===== src/hdl/m2m_dma_ptr_cfg.svh =====
// Register offsets, field positions and reset values of the DMA pointer block
`ifndef M2M_DMA_PTR_CFG_SVH
`define M2M_DMA_PTR_CFG_SVH
`define OFS_CONTROL       8'h00
`define OFS_STATUS        8'h04
`define OFS_BYTE_COUNT0   8'h10
`define OFS_BYTE_COUNT1   8'h14
`define OFS_SRC_BASE0     8'h18
`define OFS_SRC_BASE1     8'h1C
`define OFS_CUR_SRC0      8'h24
`define OFS_CUR_SRC1      8'h28
`define OFS_DST_BASE0     8'h2C
`define OFS_DST_BASE1     8'h30
`define OFS_CUR_DST0      8'h34
`define OFS_CUR_DST1      8'h3C
`define CTL_ENABLE_BIT    0
`define CTL_START_BIT     1
`define CTL_WIDTH_LSB     2
`define WIDTH_BYTE        2'h0
`define WIDTH_HALF        2'h1
`define RST_WORD          32'h0000_0000
`define RST_COUNT         16'h0000
`define RESP_OKAY         2'h0
`define RESP_SLVERR       2'h2
`endif


===== src/hdl/m2m_dma_ptr_pkg.sv =====
// Types shared by the DMA pointer block and its users
package m2m_dma_ptr_pkg;
  typedef struct packed {
    logic [7:0]  awaddr;
    logic        awvalid;
    logic [31:0] wdata;
    logic [3:0]  wstrb;
    logic        wvalid;
    logic        bready;
    logic [7:0]  araddr;
    logic        arvalid;
    logic        rready;
  } axil_req_type;

  typedef struct packed {
    logic        awready;
    logic        wready;
    logic        bvalid;
    logic [1:0]  bresp;
    logic        arready;
    logic        rvalid;
    logic [31:0] rdata;
    logic [1:0]  rresp;
  } axil_rsp_type;

  typedef enum logic [1:0] {
    ST_IDLE,
    ST_STALL,
    ST_MOVE
  } ptr_state_type;
endpackage : m2m_dma_ptr_pkg


===== src/hdl/m2m_dma_address_pointers.sv =====
// Address pointers of a two-descriptor memory-to-memory DMA channel
// What this block does and what software must do
// A byte count write to a descriptor not in flight copies its source base into its current source pointer and marks it active.
// The same byte count write copies the destination base into the current destination pointer.
// At the end of a buffer the post-incremented source address stays in its current source pointer.
// At the end of a buffer the post-incremented destination address stays in its current destination pointer.
// Software sets a non-zero destination base before it enables or starts the channel.
// Writes to the idle descriptor during a transfer leave the running transfer untouched.
// For a peripheral destination software loads the peripheral's base address.
// Software aligns peripheral base addresses to the peripheral width.
// The current source pointers answer at offsets 0x24 and 0x28.
// The destination bases answer at 0x2C and 0x30, read-write, reset zero.
// The current destination pointers answer at 0x34 and 0x3C.
// A current source pointer reads the live source address, read-only, reset zero.
// A current destination pointer reads the live destination address, reset zero.
// Writing the 16-bit byte count of a descriptor that is not in flight arms it for the buffer switch.
// A trigger with a zero active byte count moves nothing and leaves the channel stalled.
// Each completed beat advances both current pointers by the bytes moved.
`timescale 1ns/1ps
`include "m2m_dma_ptr_cfg.svh"
`default_nettype none
module m2m_dma_address_pointers (
  // Clock and reset
  input  wire logic                        aclk,
  input  wire logic                        aresetn,
  // Register bus
  input  wire m2m_dma_ptr_pkg::axil_req_type axi_req,
  output      m2m_dma_ptr_pkg::axil_rsp_type axi_rsp,
  // Transfer engine
  input  wire logic                        hw_trigger,
  input  wire logic                        beat_done,
  output      logic                        beat_req,
  output      logic [31:0]                 beat_src_addr,
  output      logic [31:0]                 beat_dst_addr,
  output      logic [2:0]                  beat_bytes,
  output      logic                        active_buf,
  output      logic                        stalled,
  output      logic                        buffer_done
);
  import m2m_dma_ptr_pkg::*;

  ptr_state_type state_reg;
  ptr_state_type state_next;
  logic [7:0]    awaddr_reg, wr_addr, rd_addr;
  logic [31:0]   wdata_reg, rdata_reg, rd_mux;
  logic [3:0]    wstrb_reg;
  logic [1:0]    bresp_reg, rresp_reg, periph_width_reg;
  logic [31:0]   src_base_addr [2];
  logic [31:0]   dst_base_addr [2];
  logic [31:0]   current_src_ptr [2];
  logic [31:0]   current_dst_ptr [2];
  logic [15:0]   bytes_remaining [2];
  // One bit per descriptor
  logic [1:0]    buf_active_reg, bc_wr, moving, beat_hit, finish;
  // Bus channel state
  logic          aw_have_reg, w_have_reg, bvalid_reg, rvalid_reg;
  logic          wr_fire, wr_hit, ar_fire, rd_hit, ctl_wr;
  // Sequencer state
  logic          enable_reg, enable_now, start_pulse, trigger;
  logic          act_idx_reg, act_idx_next, pick_idx, other_ready;
  logic          last_beat, done_reg;

  function automatic logic [31:0] merge(input logic [31:0] old, input logic [31:0] val,
                                        input logic [3:0] strb);
    logic [31:0] mask;
    mask = {{8{strb[3]}}, {8{strb[2]}}, {8{strb[1]}}, {8{strb[0]}}};
    return (old & ~mask) | (val & mask);
  endfunction : merge

  // Bus handshakes; a held address or data word blocks the next until the response
  assign wr_addr     = {awaddr_reg[7:2], 2'h0};
  assign wr_fire     = aw_have_reg && w_have_reg && !bvalid_reg;
  assign ar_fire     = axi_req.arvalid && !rvalid_reg;
  assign rd_addr     = {axi_req.araddr[7:2], 2'h0};
  assign ctl_wr      = wr_fire && wr_addr == `OFS_CONTROL;
  assign start_pulse = ctl_wr && wstrb_reg[0] && wdata_reg[`CTL_START_BIT];
  // Enable and start in one write must launch at once
  assign enable_now  = ctl_wr && wstrb_reg[0] ? wdata_reg[`CTL_ENABLE_BIT] : enable_reg;
  function automatic logic is_mapped(input logic [7:0] a);
    return a == `OFS_CONTROL || a == `OFS_STATUS || a == `OFS_BYTE_COUNT0 ||
           a == `OFS_BYTE_COUNT1 || a == `OFS_SRC_BASE0 || a == `OFS_SRC_BASE1 ||
           a == `OFS_CUR_SRC0 || a == `OFS_CUR_SRC1 || a == `OFS_DST_BASE0 ||
           a == `OFS_DST_BASE1 || a == `OFS_CUR_DST0 || a == `OFS_CUR_DST1;
  endfunction : is_mapped
  assign wr_hit = is_mapped(wr_addr);
  assign rd_hit = is_mapped(rd_addr);

  // Current pointers read straight from the live registers
  assign rd_mux =
    rd_addr == `OFS_CONTROL     ? {28'h0, periph_width_reg, 1'b0, enable_reg} :
    rd_addr == `OFS_STATUS      ? {26'h0, stalled, beat_req, act_idx_reg, 1'b0, buf_active_reg} :
    rd_addr == `OFS_BYTE_COUNT0 ? {16'h0, bytes_remaining[0]} :
    rd_addr == `OFS_BYTE_COUNT1 ? {16'h0, bytes_remaining[1]} :
    rd_addr == `OFS_SRC_BASE0   ? src_base_addr[0] :
    rd_addr == `OFS_SRC_BASE1   ? src_base_addr[1] :
    rd_addr == `OFS_CUR_SRC0    ? current_src_ptr[0] :
    rd_addr == `OFS_CUR_SRC1    ? current_src_ptr[1] :
    rd_addr == `OFS_DST_BASE0   ? dst_base_addr[0] :
    rd_addr == `OFS_DST_BASE1   ? dst_base_addr[1] :
    rd_addr == `OFS_CUR_DST0    ? current_dst_ptr[0] :
    rd_addr == `OFS_CUR_DST1    ? current_dst_ptr[1] : 32'h0;

  assign axi_rsp.awready = !aw_have_reg;
  assign axi_rsp.wready  = !w_have_reg;
  assign axi_rsp.bvalid  = bvalid_reg;
  assign axi_rsp.bresp   = bresp_reg;
  assign axi_rsp.arready = !rvalid_reg;
  assign axi_rsp.rvalid  = rvalid_reg;
  assign axi_rsp.rdata   = rdata_reg;
  assign axi_rsp.rresp   = rresp_reg;

  always_ff @(posedge aclk) begin
    if (!aresetn) begin
      aw_have_reg <= 1'b0;
      awaddr_reg  <= 8'h00;
    end else if (axi_req.awvalid && !aw_have_reg) begin
      aw_have_reg <= 1'b1;
      awaddr_reg  <= axi_req.awaddr;
    end else if (wr_fire) begin
      aw_have_reg <= 1'b0;
    end
  end

  always_ff @(posedge aclk) begin
    if (!aresetn) begin
      w_have_reg <= 1'b0;
      wdata_reg  <= `RST_WORD;
      wstrb_reg  <= 4'h0;
    end else if (axi_req.wvalid && !w_have_reg) begin
      w_have_reg <= 1'b1;
      wdata_reg  <= axi_req.wdata;
      wstrb_reg  <= axi_req.wstrb;
    end else if (wr_fire) begin
      w_have_reg <= 1'b0;
    end
  end

  always_ff @(posedge aclk) begin
    if (!aresetn) begin
      bvalid_reg <= 1'b0;
      bresp_reg  <= `RESP_OKAY;
    end else if (wr_fire) begin
      bvalid_reg <= 1'b1;
      bresp_reg  <= wr_hit ? `RESP_OKAY : `RESP_SLVERR;
    end else if (axi_req.bready) begin
      bvalid_reg <= 1'b0;
    end
  end

  always_ff @(posedge aclk) begin
    if (!aresetn) begin
      rvalid_reg <= 1'b0;
      rdata_reg  <= `RST_WORD;
      rresp_reg  <= `RESP_OKAY;
    end else if (ar_fire) begin
      rvalid_reg <= 1'b1;
      rdata_reg  <= rd_mux;
      rresp_reg  <= rd_hit ? `RESP_OKAY : `RESP_SLVERR;
    end else if (axi_req.rready) begin
      rvalid_reg <= 1'b0;
    end
  end

  always_ff @(posedge aclk) begin
    if (!aresetn) begin
      enable_reg       <= 1'b0;
      periph_width_reg <= `WIDTH_BYTE;
    end else if (ctl_wr && wstrb_reg[0]) begin
      enable_reg       <= wdata_reg[`CTL_ENABLE_BIT];
      periph_width_reg <= wdata_reg[`CTL_WIDTH_LSB +: 2];
    end
  end

  // Beat size from peripheral width; the spare code also means word
  assign beat_bytes = periph_width_reg == `WIDTH_BYTE ? 3'h1 :
                      periph_width_reg == `WIDTH_HALF ? 3'h2 : 3'h4;
  assign last_beat  = bytes_remaining[act_idx_reg] <= {13'h0, beat_bytes};

  // Per descriptor: base registers, count and the two current pointers
  for (genvar i = 0; i < 2; i++) begin : g_desc
    localparam logic [7:0] OFS_BC = i ? `OFS_BYTE_COUNT1 : `OFS_BYTE_COUNT0;
    localparam logic [7:0] OFS_SB = i ? `OFS_SRC_BASE1 : `OFS_SRC_BASE0;
    localparam logic [7:0] OFS_DB = i ? `OFS_DST_BASE1 : `OFS_DST_BASE0;
    localparam logic [7:0] OFS_CD = i ? `OFS_CUR_DST1 : `OFS_CUR_DST0;
    // A descriptor in flight ignores its own reload so the beat stream stays coherent
    assign moving[i]   = state_reg == ST_MOVE && act_idx_reg == 1'(i);
    assign bc_wr[i]    = wr_fire && wr_addr == OFS_BC && !moving[i];
    assign beat_hit[i] = moving[i] && beat_done;
    assign finish[i]   = beat_hit[i] && last_beat;

    always_ff @(posedge aclk) begin
      if (!aresetn) begin
        src_base_addr[i] <= `RST_WORD;
        dst_base_addr[i] <= `RST_WORD;
      end else begin
        if (wr_fire && wr_addr == OFS_SB) begin
          src_base_addr[i] <= merge(src_base_addr[i], wdata_reg, wstrb_reg);
        end
        if (wr_fire && wr_addr == OFS_DB) begin
          dst_base_addr[i] <= merge(dst_base_addr[i], wdata_reg, wstrb_reg);
        end
      end
    end

    always_ff @(posedge aclk) begin
      if (!aresetn) begin
        current_src_ptr[i] <= `RST_WORD;
        current_dst_ptr[i] <= `RST_WORD;
        bytes_remaining[i] <= `RST_COUNT;
      end else if (bc_wr[i]) begin
        current_src_ptr[i] <= src_base_addr[i];
        current_dst_ptr[i] <= dst_base_addr[i];
        bytes_remaining[i] <= {wstrb_reg[1] ? wdata_reg[15:8] : bytes_remaining[i][15:8],
                               wstrb_reg[0] ? wdata_reg[7:0] : bytes_remaining[i][7:0]};
      end else if (beat_hit[i]) begin
        // Pointers left after the final beat mark where the buffer ended
        current_src_ptr[i] <= current_src_ptr[i] + {29'h0, beat_bytes};
        current_dst_ptr[i] <= current_dst_ptr[i] + {29'h0, beat_bytes};
        bytes_remaining[i] <= last_beat ? 16'h0000 :
                              bytes_remaining[i] - {13'h0, beat_bytes};
      end else if (wr_fire && wr_addr == OFS_CD && !moving[i]) begin
        current_dst_ptr[i] <= merge(current_dst_ptr[i], wdata_reg, wstrb_reg);
      end
    end

    // Arming wins over the end of the buffer in the same cycle; a descriptor in flight ignores its own reload
    always_ff @(posedge aclk) begin
      if (!aresetn) begin
        buf_active_reg[i] <= 1'b0;
      end else if (bc_wr[i]) begin
        buf_active_reg[i] <= 1'b1;
      end else if (finish[i]) begin
        buf_active_reg[i] <= 1'b0;
      end
    end
  end

  // Sequencer: which descriptor runs and when the channel stalls
  assign trigger     = enable_now && (start_pulse || hw_trigger);
  assign pick_idx    = buf_active_reg[act_idx_reg] ? act_idx_reg : !act_idx_reg;
  assign other_ready = buf_active_reg[!act_idx_reg] && bytes_remaining[!act_idx_reg] != 16'h0;

  always_comb begin
    state_next   = state_reg;
    act_idx_next = act_idx_reg;
    case (state_reg)
      ST_IDLE: begin
        if (trigger) begin
          act_idx_next = pick_idx;
          if (buf_active_reg[pick_idx] && bytes_remaining[pick_idx] != 16'h0) begin
            state_next = ST_MOVE;
          end else begin
            state_next = ST_STALL;
          end
        end
      end
      ST_STALL: begin
        if (!enable_reg) begin
          state_next = ST_IDLE;
        end
      end
      ST_MOVE: begin
        if (!enable_reg) begin
          state_next = ST_IDLE;
        end else if (finish[act_idx_reg]) begin
          if (other_ready) begin
            act_idx_next = !act_idx_reg;
          end else begin
            state_next = ST_IDLE;
          end
        end
      end
      default: state_next = ST_IDLE;
    endcase
  end

  always_ff @(posedge aclk) begin
    if (!aresetn) begin
      state_reg   <= ST_IDLE;
      act_idx_reg <= 1'b0;
      done_reg    <= 1'b0;
    end else begin
      state_reg   <= state_next;
      act_idx_reg <= act_idx_next;
      done_reg    <= |finish;
    end
  end

  assign beat_req      = state_reg == ST_MOVE;
  assign beat_src_addr = current_src_ptr[act_idx_reg];
  assign beat_dst_addr = current_dst_ptr[act_idx_reg];
  assign active_buf    = act_idx_reg;
  assign stalled       = state_reg == ST_STALL;
  assign buffer_done   = done_reg;
endmodule : m2m_dma_address_pointers
`default_nettype wire


===== config.mk =====
export PLATFORM = sky130hd
export DESIGN_NAME = m2m_dma_address_pointers
export DESIGN_NICKNAME = d
export VERILOG_FILES = /design/src/hdl/m2m_dma_ptr_pkg.sv /design/src/hdl/m2m_dma_address_pointers.sv
export VERILOG_INCLUDE_DIRS = /design/src /design/src/hdl
export SDC_FILE = /design/constraint.sdc
export NUM_CORES = 1
export LEC_CHECK = 0
export BUFFER_PORTS_ARGS = -buffer_cell sky130_fd_sc_hd__buf_2
export CORE_MARGIN = 2
export CORE_UTILIZATION = 55
export DETAILED_ROUTE_END_ITERATION = 10
export PLACE_DENSITY_LB_ADDON = 0.12
export SETUP_SLACK_MARGIN = 0.3
export SLEW_MARGIN = 20
export SYNTH_ARGS = -nofsm -noshare
export SYNTH_HDL_FRONTEND = slang
export SYNTH_SLANG_ARGS = --single-unit

===== constraint.sdc =====
create_clock -name aclk -period 4.64 [get_ports aclk]
set_input_delay 0.696 -clock aclk [delete_from_list [all_inputs] [get_ports aclk]]
set_output_delay 0.696 -clock aclk [all_outputs]
set_load 0.1 [all_outputs]

-- After elaboration in Yosys (flattened, before gate mapping)
Memory sizes are Yosys's and may differ from the RTL's. A register that Yosys moved wholly into a read port is not among the register bits.
Index checks and enable logic that the tools add are counted.
- register bits after elaboration: 93
- latch bits: 0
- RAM bits: 288
- memory bits (read-only): 0
- bits of input ports: 61
- output and inout port bits: 112
- logic and storage cells: 288
- memories kept: 5
- memory list (memory ; words ; width ; read ports ; clocked after Yosys merged registers in ; wr ports ; line ; source):
    current_dst_ptr ; 2 ; 32 ; 3 ; 1 ; 2 ; m2m_dma_address_pointers.sv:51 ; logic [31:0] current_dst_ptr [2];
    current_src_ptr ; 2 ; 32 ; 3 ; 1 ; 2 ; m2m_dma_address_pointers.sv:50 ; logic [31:0] current_src_ptr [2];
    dst_base_addr ; 2 ; 32 ; 2 ; 0 ; 2 ; m2m_dma_address_pointers.sv:49 ; logic [31:0] dst_base_addr [2];
    src_base_addr ; 2 ; 32 ; 2 ; 0 ; 2 ; m2m_dma_address_pointers.sv:48 ; logic [31:0] src_base_addr [2];
    bytes_remaining ; 2 ; 16 ; 5 ; 1 ; 2 ; m2m_dma_address_pointers.sv:52 ; logic [15:0] bytes_remaining [2];
- add/subtract/negate cells: 6
- multiply operators: 0
- div/mod/pow operators: 0
- $lt $le $gt $ge: 4
- equal/unequal tests: 32
- shift-type cells: 0
- mux-type cells: 116
- bitwise gates (word level): 33
- reductions and logical operators: 75
- operators with widths (operator ; number):
    two-way mux 32 bit ; 26
    bitwise AND 32 bit ; 7
    bitwise OR 32 bit ; 6
    adder 32 x 3 -> 32 bit ; 4
    two-way mux 16 bit ; 6
    == test 6 x 4 -> 1 bit (second input constant) ; 12
    two-way mux 1 bit ; 68
    == test 6 x 3 -> 1 bit (second input constant) ; 8
    two-way mux 8 bit ; 4
    inverter 32 bit ; 1
    nonzero test 16 bit ; 2
    subtractor 16 x 3 -> 16 bit ; 2
    logical AND 1 bit ; 29
    logical OR 1 bit ; 23
    bitwise OR 1 bit ; 18
    less-or-equal comparator 16 x 3 -> 1 bit ; 1
    logical NOT 8 bit ; 2
    two-way mux 2 bit ; 8
    nonzero test 2 bit ; 7
    == test 6 x 1 -> 1 bit (second input constant) ; 2
    logical NOT 1 bit ; 7
    < comparator 1 x 2 -> 1 bit (second input constant) ; 3
    two-way mux 3 bit ; 2
    inequality test 2 x 1 -> 1 bit (second input constant) ; 3
    12 further kinds ; 15

-- Logic depth before layout (Yosys ltp)
- depth in word-level cells: 13
- mapped depth: 11
- depth with buffers taken out: 9

-- Least setup slack after synthesis
No wires, ideal clock.
- path type: register -> register
- start: register periph_width_reg[1]
- end: register with a tool-made name
- library setup time: 0.275 ns
- arrival: 4.055 ns
- required time: 4.365 ns
- slack: 0.310 ns
- stages on the path, launching flop included: 9
- path buffers: 0
- period minus slack after synthesis: 4.330 ns
- cell sequence: dfxtp_1 > nor2b_1 > fa_1 > a21o_1 > nand4_1 > nor4b_2 > nand4_1 > xor2_1 > o221ai_1
- RTL lines (item ; line ; source):
    start, declared ; m2m_dma_address_pointers.sv:47 ; logic [1:0] bresp_reg, rresp_reg, periph_width_reg;
    start signal, assigned ; m2m_dma_address_pointers.sv:167 ; periph_width_reg <= `WIDTH_BYTE;
    start signal, assigned ; m2m_dma_address_pointers.sv:170 ; periph_width_reg <= wdata_reg[`CTL_WIDTH_LSB +: 2];

==> results by stage <==
Clock tree:
- The total clock buffers created by CTS is 44.
- The clock tree from TritonCTS is done.
- The number of resized instances in the post-cts repair step is 0.
- The post-cts hold buffer count is 0.
- After clock tree synthesis, the clock-pin slew on the worst setup and hold paths is 0.06 ns.
- The clock net in this run drives a total of 378 sinks.
- The number of buffers added for setup after CTS is 0.
- The cell sitting at the root of the clock tree is a clkbuf_16.
- The H-tree generated during clock tree synthesis spans 2 levels.
- The later-pin clock latency in the skew report is 0.58 ns.
- The longest clock path from root to sink contains 3 buffers.

Synth:
- The post-synthesis share of cell area spent on full adders, half adders and majority gates is 1.67%.
- In the post-synthesis netlist, the biggest area contributors are edfxtp_1 38%, dfxtp_1 7.9%, a21oi_1 6.3%.
- In this run the mean area of a mapped cell was 9.18 sq um.
- The cell type with the highest aggregate area in the netlist is edfxtp_1.
- For this run, the register share of the synthesized area comes to 45.7%.
- The top cell type by area accounts for 37.8% of the synthesized area.
- The synthesis warning total is 0.
- Multiplexer cells account for 4.40% of the synthesized area.
- For this run, asynchronously set or reset flops after synthesis account for 0%.
- The count of distinct cell types in the synthesized netlist is 83.
- Synthesis produced a netlist whose cell count is 2491.
- Among all flip-flop cells after synthesis, the most frequent one is edfxtp_1.
- Summing the areas of all and, or, nand and nor instances in the mapped netlist gives 19.6% of the synthesized area.
- By area, the combinational part of the netlist is dominated by compound AO/OA/AOI/OAI gates.
- The cell area that synthesis handed to floorplanning was 22900 sq um.
- In this run, synthesis inferred 288 flip-flops with an integrated enable.
- The synthesized netlist devotes 19.7% of its cell area to compound gates.
- The xor/xnor share of the synthesized area is 5.24%.
- After synthesis the netlist holds a flip-flop and latch count of 378.

Die:
- In this run the core area contains 74 standard-cell rows.
- The initial utilization of the core area, before any placement, comes to 55.9%.
- The die span in x is 208 um.
- The die outline height is 208 um.
- 173 I/O pins were placed.
- The die covers 43200 sq um.
- The region available for standard cell placement spans 40900 sq um.

Worst setup path:
- The worst endpoint data arrival time is 3.87 ns.
- The category of the critical setup timing path is flop to flop.
- The internal reg-to-reg setup slack is 1.19 ns.
- For this run, the slowest stage of the critical path takes 1.05 ns.
- The kind of cell with the highest combined delay along the critical path is simple AND/OR/NAND/NOR gates.
- The worst setup path is captured at a flop.
- The top fanout value on the critical path is 42.
- For the worst setup path, the data required time is 5.05 ns.
- The cell type of the slowest stage on the worst timing path is and3_2.
- Walking the worst path, the cells encountered are and3b_1 -> nand3_1 -> nor3_1 -> and3_2 -> buf_12 -> nand2_1 -> o21ai_0.
- The count of buffering cells on the critical path with inverters included is 1.
- The worst setup path is launched from a flop.

GRT:
- The number of antenna violations at the first check in global routing is 6.
- The pin count of the biggest net entering global routing is 67.
- The global-route wire length before repair is 124 mm.
- The total congestion overflow is 0.
- In the global route stage, overall resource usage came out at 37.3%.
- The number of global-route vias before repair is 20111.

STA:
- The number of failing hold endpoints at the final stage is 0.
- The final setup violation count is 0.
- Setup total negative slack on the finished layout was measured at 0 ns.
- Setup repair after global routing left no endpoint under its margin.
- Across all setup checks in the final design, the least slack found is 1.19 ns.
- The fmax is 0.289 GHz.
- The worst clock skew on the final layout is 0.0132 ns.
- The worst-margin pin slew is 1.20 ns.
- The worst slew margin relative to its limit is 19.2%.
- The count of final max-slew check failures was 0.
- In the finished design, the share of the clock period the worst path needs comes to 74.4%.
- The final period demand of the worst path is 3.45 ns.

Pwr:
- The maximum vdd ir drop is 311 uV.
- Summed over all cells, the static leakage comes to 0.00899 uW.
- The total power divided by cell area is 317 nW/um^2.

Routing:
- The detail-routed net length per standard cell is 26.1 um.
- The final layout contains routed wiring with a total length of 82.8 mm.
- After the first detailed-routing iteration, the DRC count stood at 3052.
- The routed layout has 21372 vias.
- For this run, design rule violations remaining after detail routing come to 0.
- The average vias per placed instance is 6.74.
- The count of antenna-violating nets left after detailed routing is 0.
- The first detailed-routing pass took 6 iterations.

Placement:
- The detailed placement HPWL is 56.1 mm.
- The congestion estimate from routability-driven global placement came to 0.962.
- The setup slack after placement is 1.16 ns.
- The count of buffers inserted at the top-level ports is 166.

Cells and area:
- The final layout contains 2689 nets.
- In the final layout, the registers with the most flip-flops are current_src_ptr (64), dst_base_addr (64), src_base_addr (64).
- Relative to the synthesized area, the layout overhead comes to 12.0%.
- Cells with a size suffix above 1 make up 15.3% of the layout.

Run status:
- The flow ran to the end, and the final reports show no timing, DRC or antenna violations.

Run:
- The number of maximum-capacitance violations is 0.

Hold path:
- The type of the worst min-delay path is primary input to flop.
## where the power goes
group | internal, uW | switching (uW) | leakage [uW] | total, uW
Combinational | 218 | 623 | 0.00461 | 840
Clock | 1900 | 1460 | 0.000672 | 3360
Sequential | 3760 | 175 | 0.00371 | 3930
Total | 5870 | 2260 | 0.00899 | 8130
## cell families (layout without fill, tap and decap cells)
group | Yosys count | count (layout)
and+or+nand+nor | 899 | 899
AOI/OAI and AO/OA | 751 | 751
DFF | 378 | 378
buffers and inverters | 206 | 350
xor gates and xnor gates | 137 | 137
muxes | 92 | 92
adders and majority gates | 27 | 27
other | 1 | 5
## synthesized netlist by cell type, types with 50 or more instances
cell type and n:
nand2b_1 147, o21ai_0 177, xnor2_1 78, a22oi_1 54
clkbuf_1 127, mux2_2 59, dfxtp_1 90, edfxtp_1 288
nand2_1 326, a21oi_1 290, nor2_1 154, nand3_1 50
xor2_1 59
## cell type report
class	count	area, sq um
Timing Repair Buffer	231	1340
Multi-Input combinational cell	1908	11700
Tap cell	532	666
Clock buffer	62	1260
Inverter	38	143
Antenna cell	3	7.51
Fill cell	3519	15300
Sequential cell	378	10500
Clock inverter	19	104
## stage by stage
stage	total power [uW]	instances	hold WS [ns]	utilization, %	cell area (sq um)
floorplan	4550	2492	0.436	-	22900
global placement	4800	3087	0.447	59.3	24300
detailed placement	4820	3087	0.448	59.3	24300
CTS	8110	3168	0.296	62.6	25600
global route	8310	3171	0.311	62.6	25600
finish	8130	3171	0.308	62.6	25600
## layout by cell type (no fill, tap or decap), types with 32 or more instances in the layout
| cell | netlist | layout |
|---|---|---|
| inv_1 | 38 | 37 |
| nand2b_1 | 147 | 147 |
| edfxtp_1 | 288 | 288 |
| xor2_1 | 59 | 59 |
| mux2_2 | 59 | 59 |
| nor2_1 | 154 | 154 |
| buf_4 | 4 | 63 |
| nand2_1 | 326 | 325 |
| a21oi_1 | 290 | 290 |
| nand3_1 | 50 | 48 |
| clkbuf_16 | 0 | 46 |
| dfxtp_1 | 90 | 89 |
| mux2i_1 | 32 | 32 |
| nor3_1 | 48 | 48 |
| xnor2_1 | 78 | 78 |
| a22oi_1 | 54 | 54 |
| o21ai_0 | 177 | 175 |
| a31oi_1 | 38 | 38 |
| buf_2 | 20 | 166 |
## final timing paths
kind / start / end / cells after the start
setup / recovery: w_have_reg / current_src_ptr[1][24] / 7
hold / removal: axi_req[0] / rvalid_reg / 2
setup reg to reg: w_have_reg / current_src_ptr[1][24] / 7
hold reg to reg: wdata_reg[23] / wdata_reg[23] / 2
## metal layers
metal | vias to the layer above | global-route usage, % | wire length [um]
met1 | 10198 | 53.1 | 32700
met4 | 0 | 16.1 | 3720
met3 | 250 | 7.79 | 10800
met2 | 1540 | 55.1 | 35700
li1 | 9384 | - | -
met5 | - | 0 | 0
Note: power is estimated with default switching activity, not from simulation.
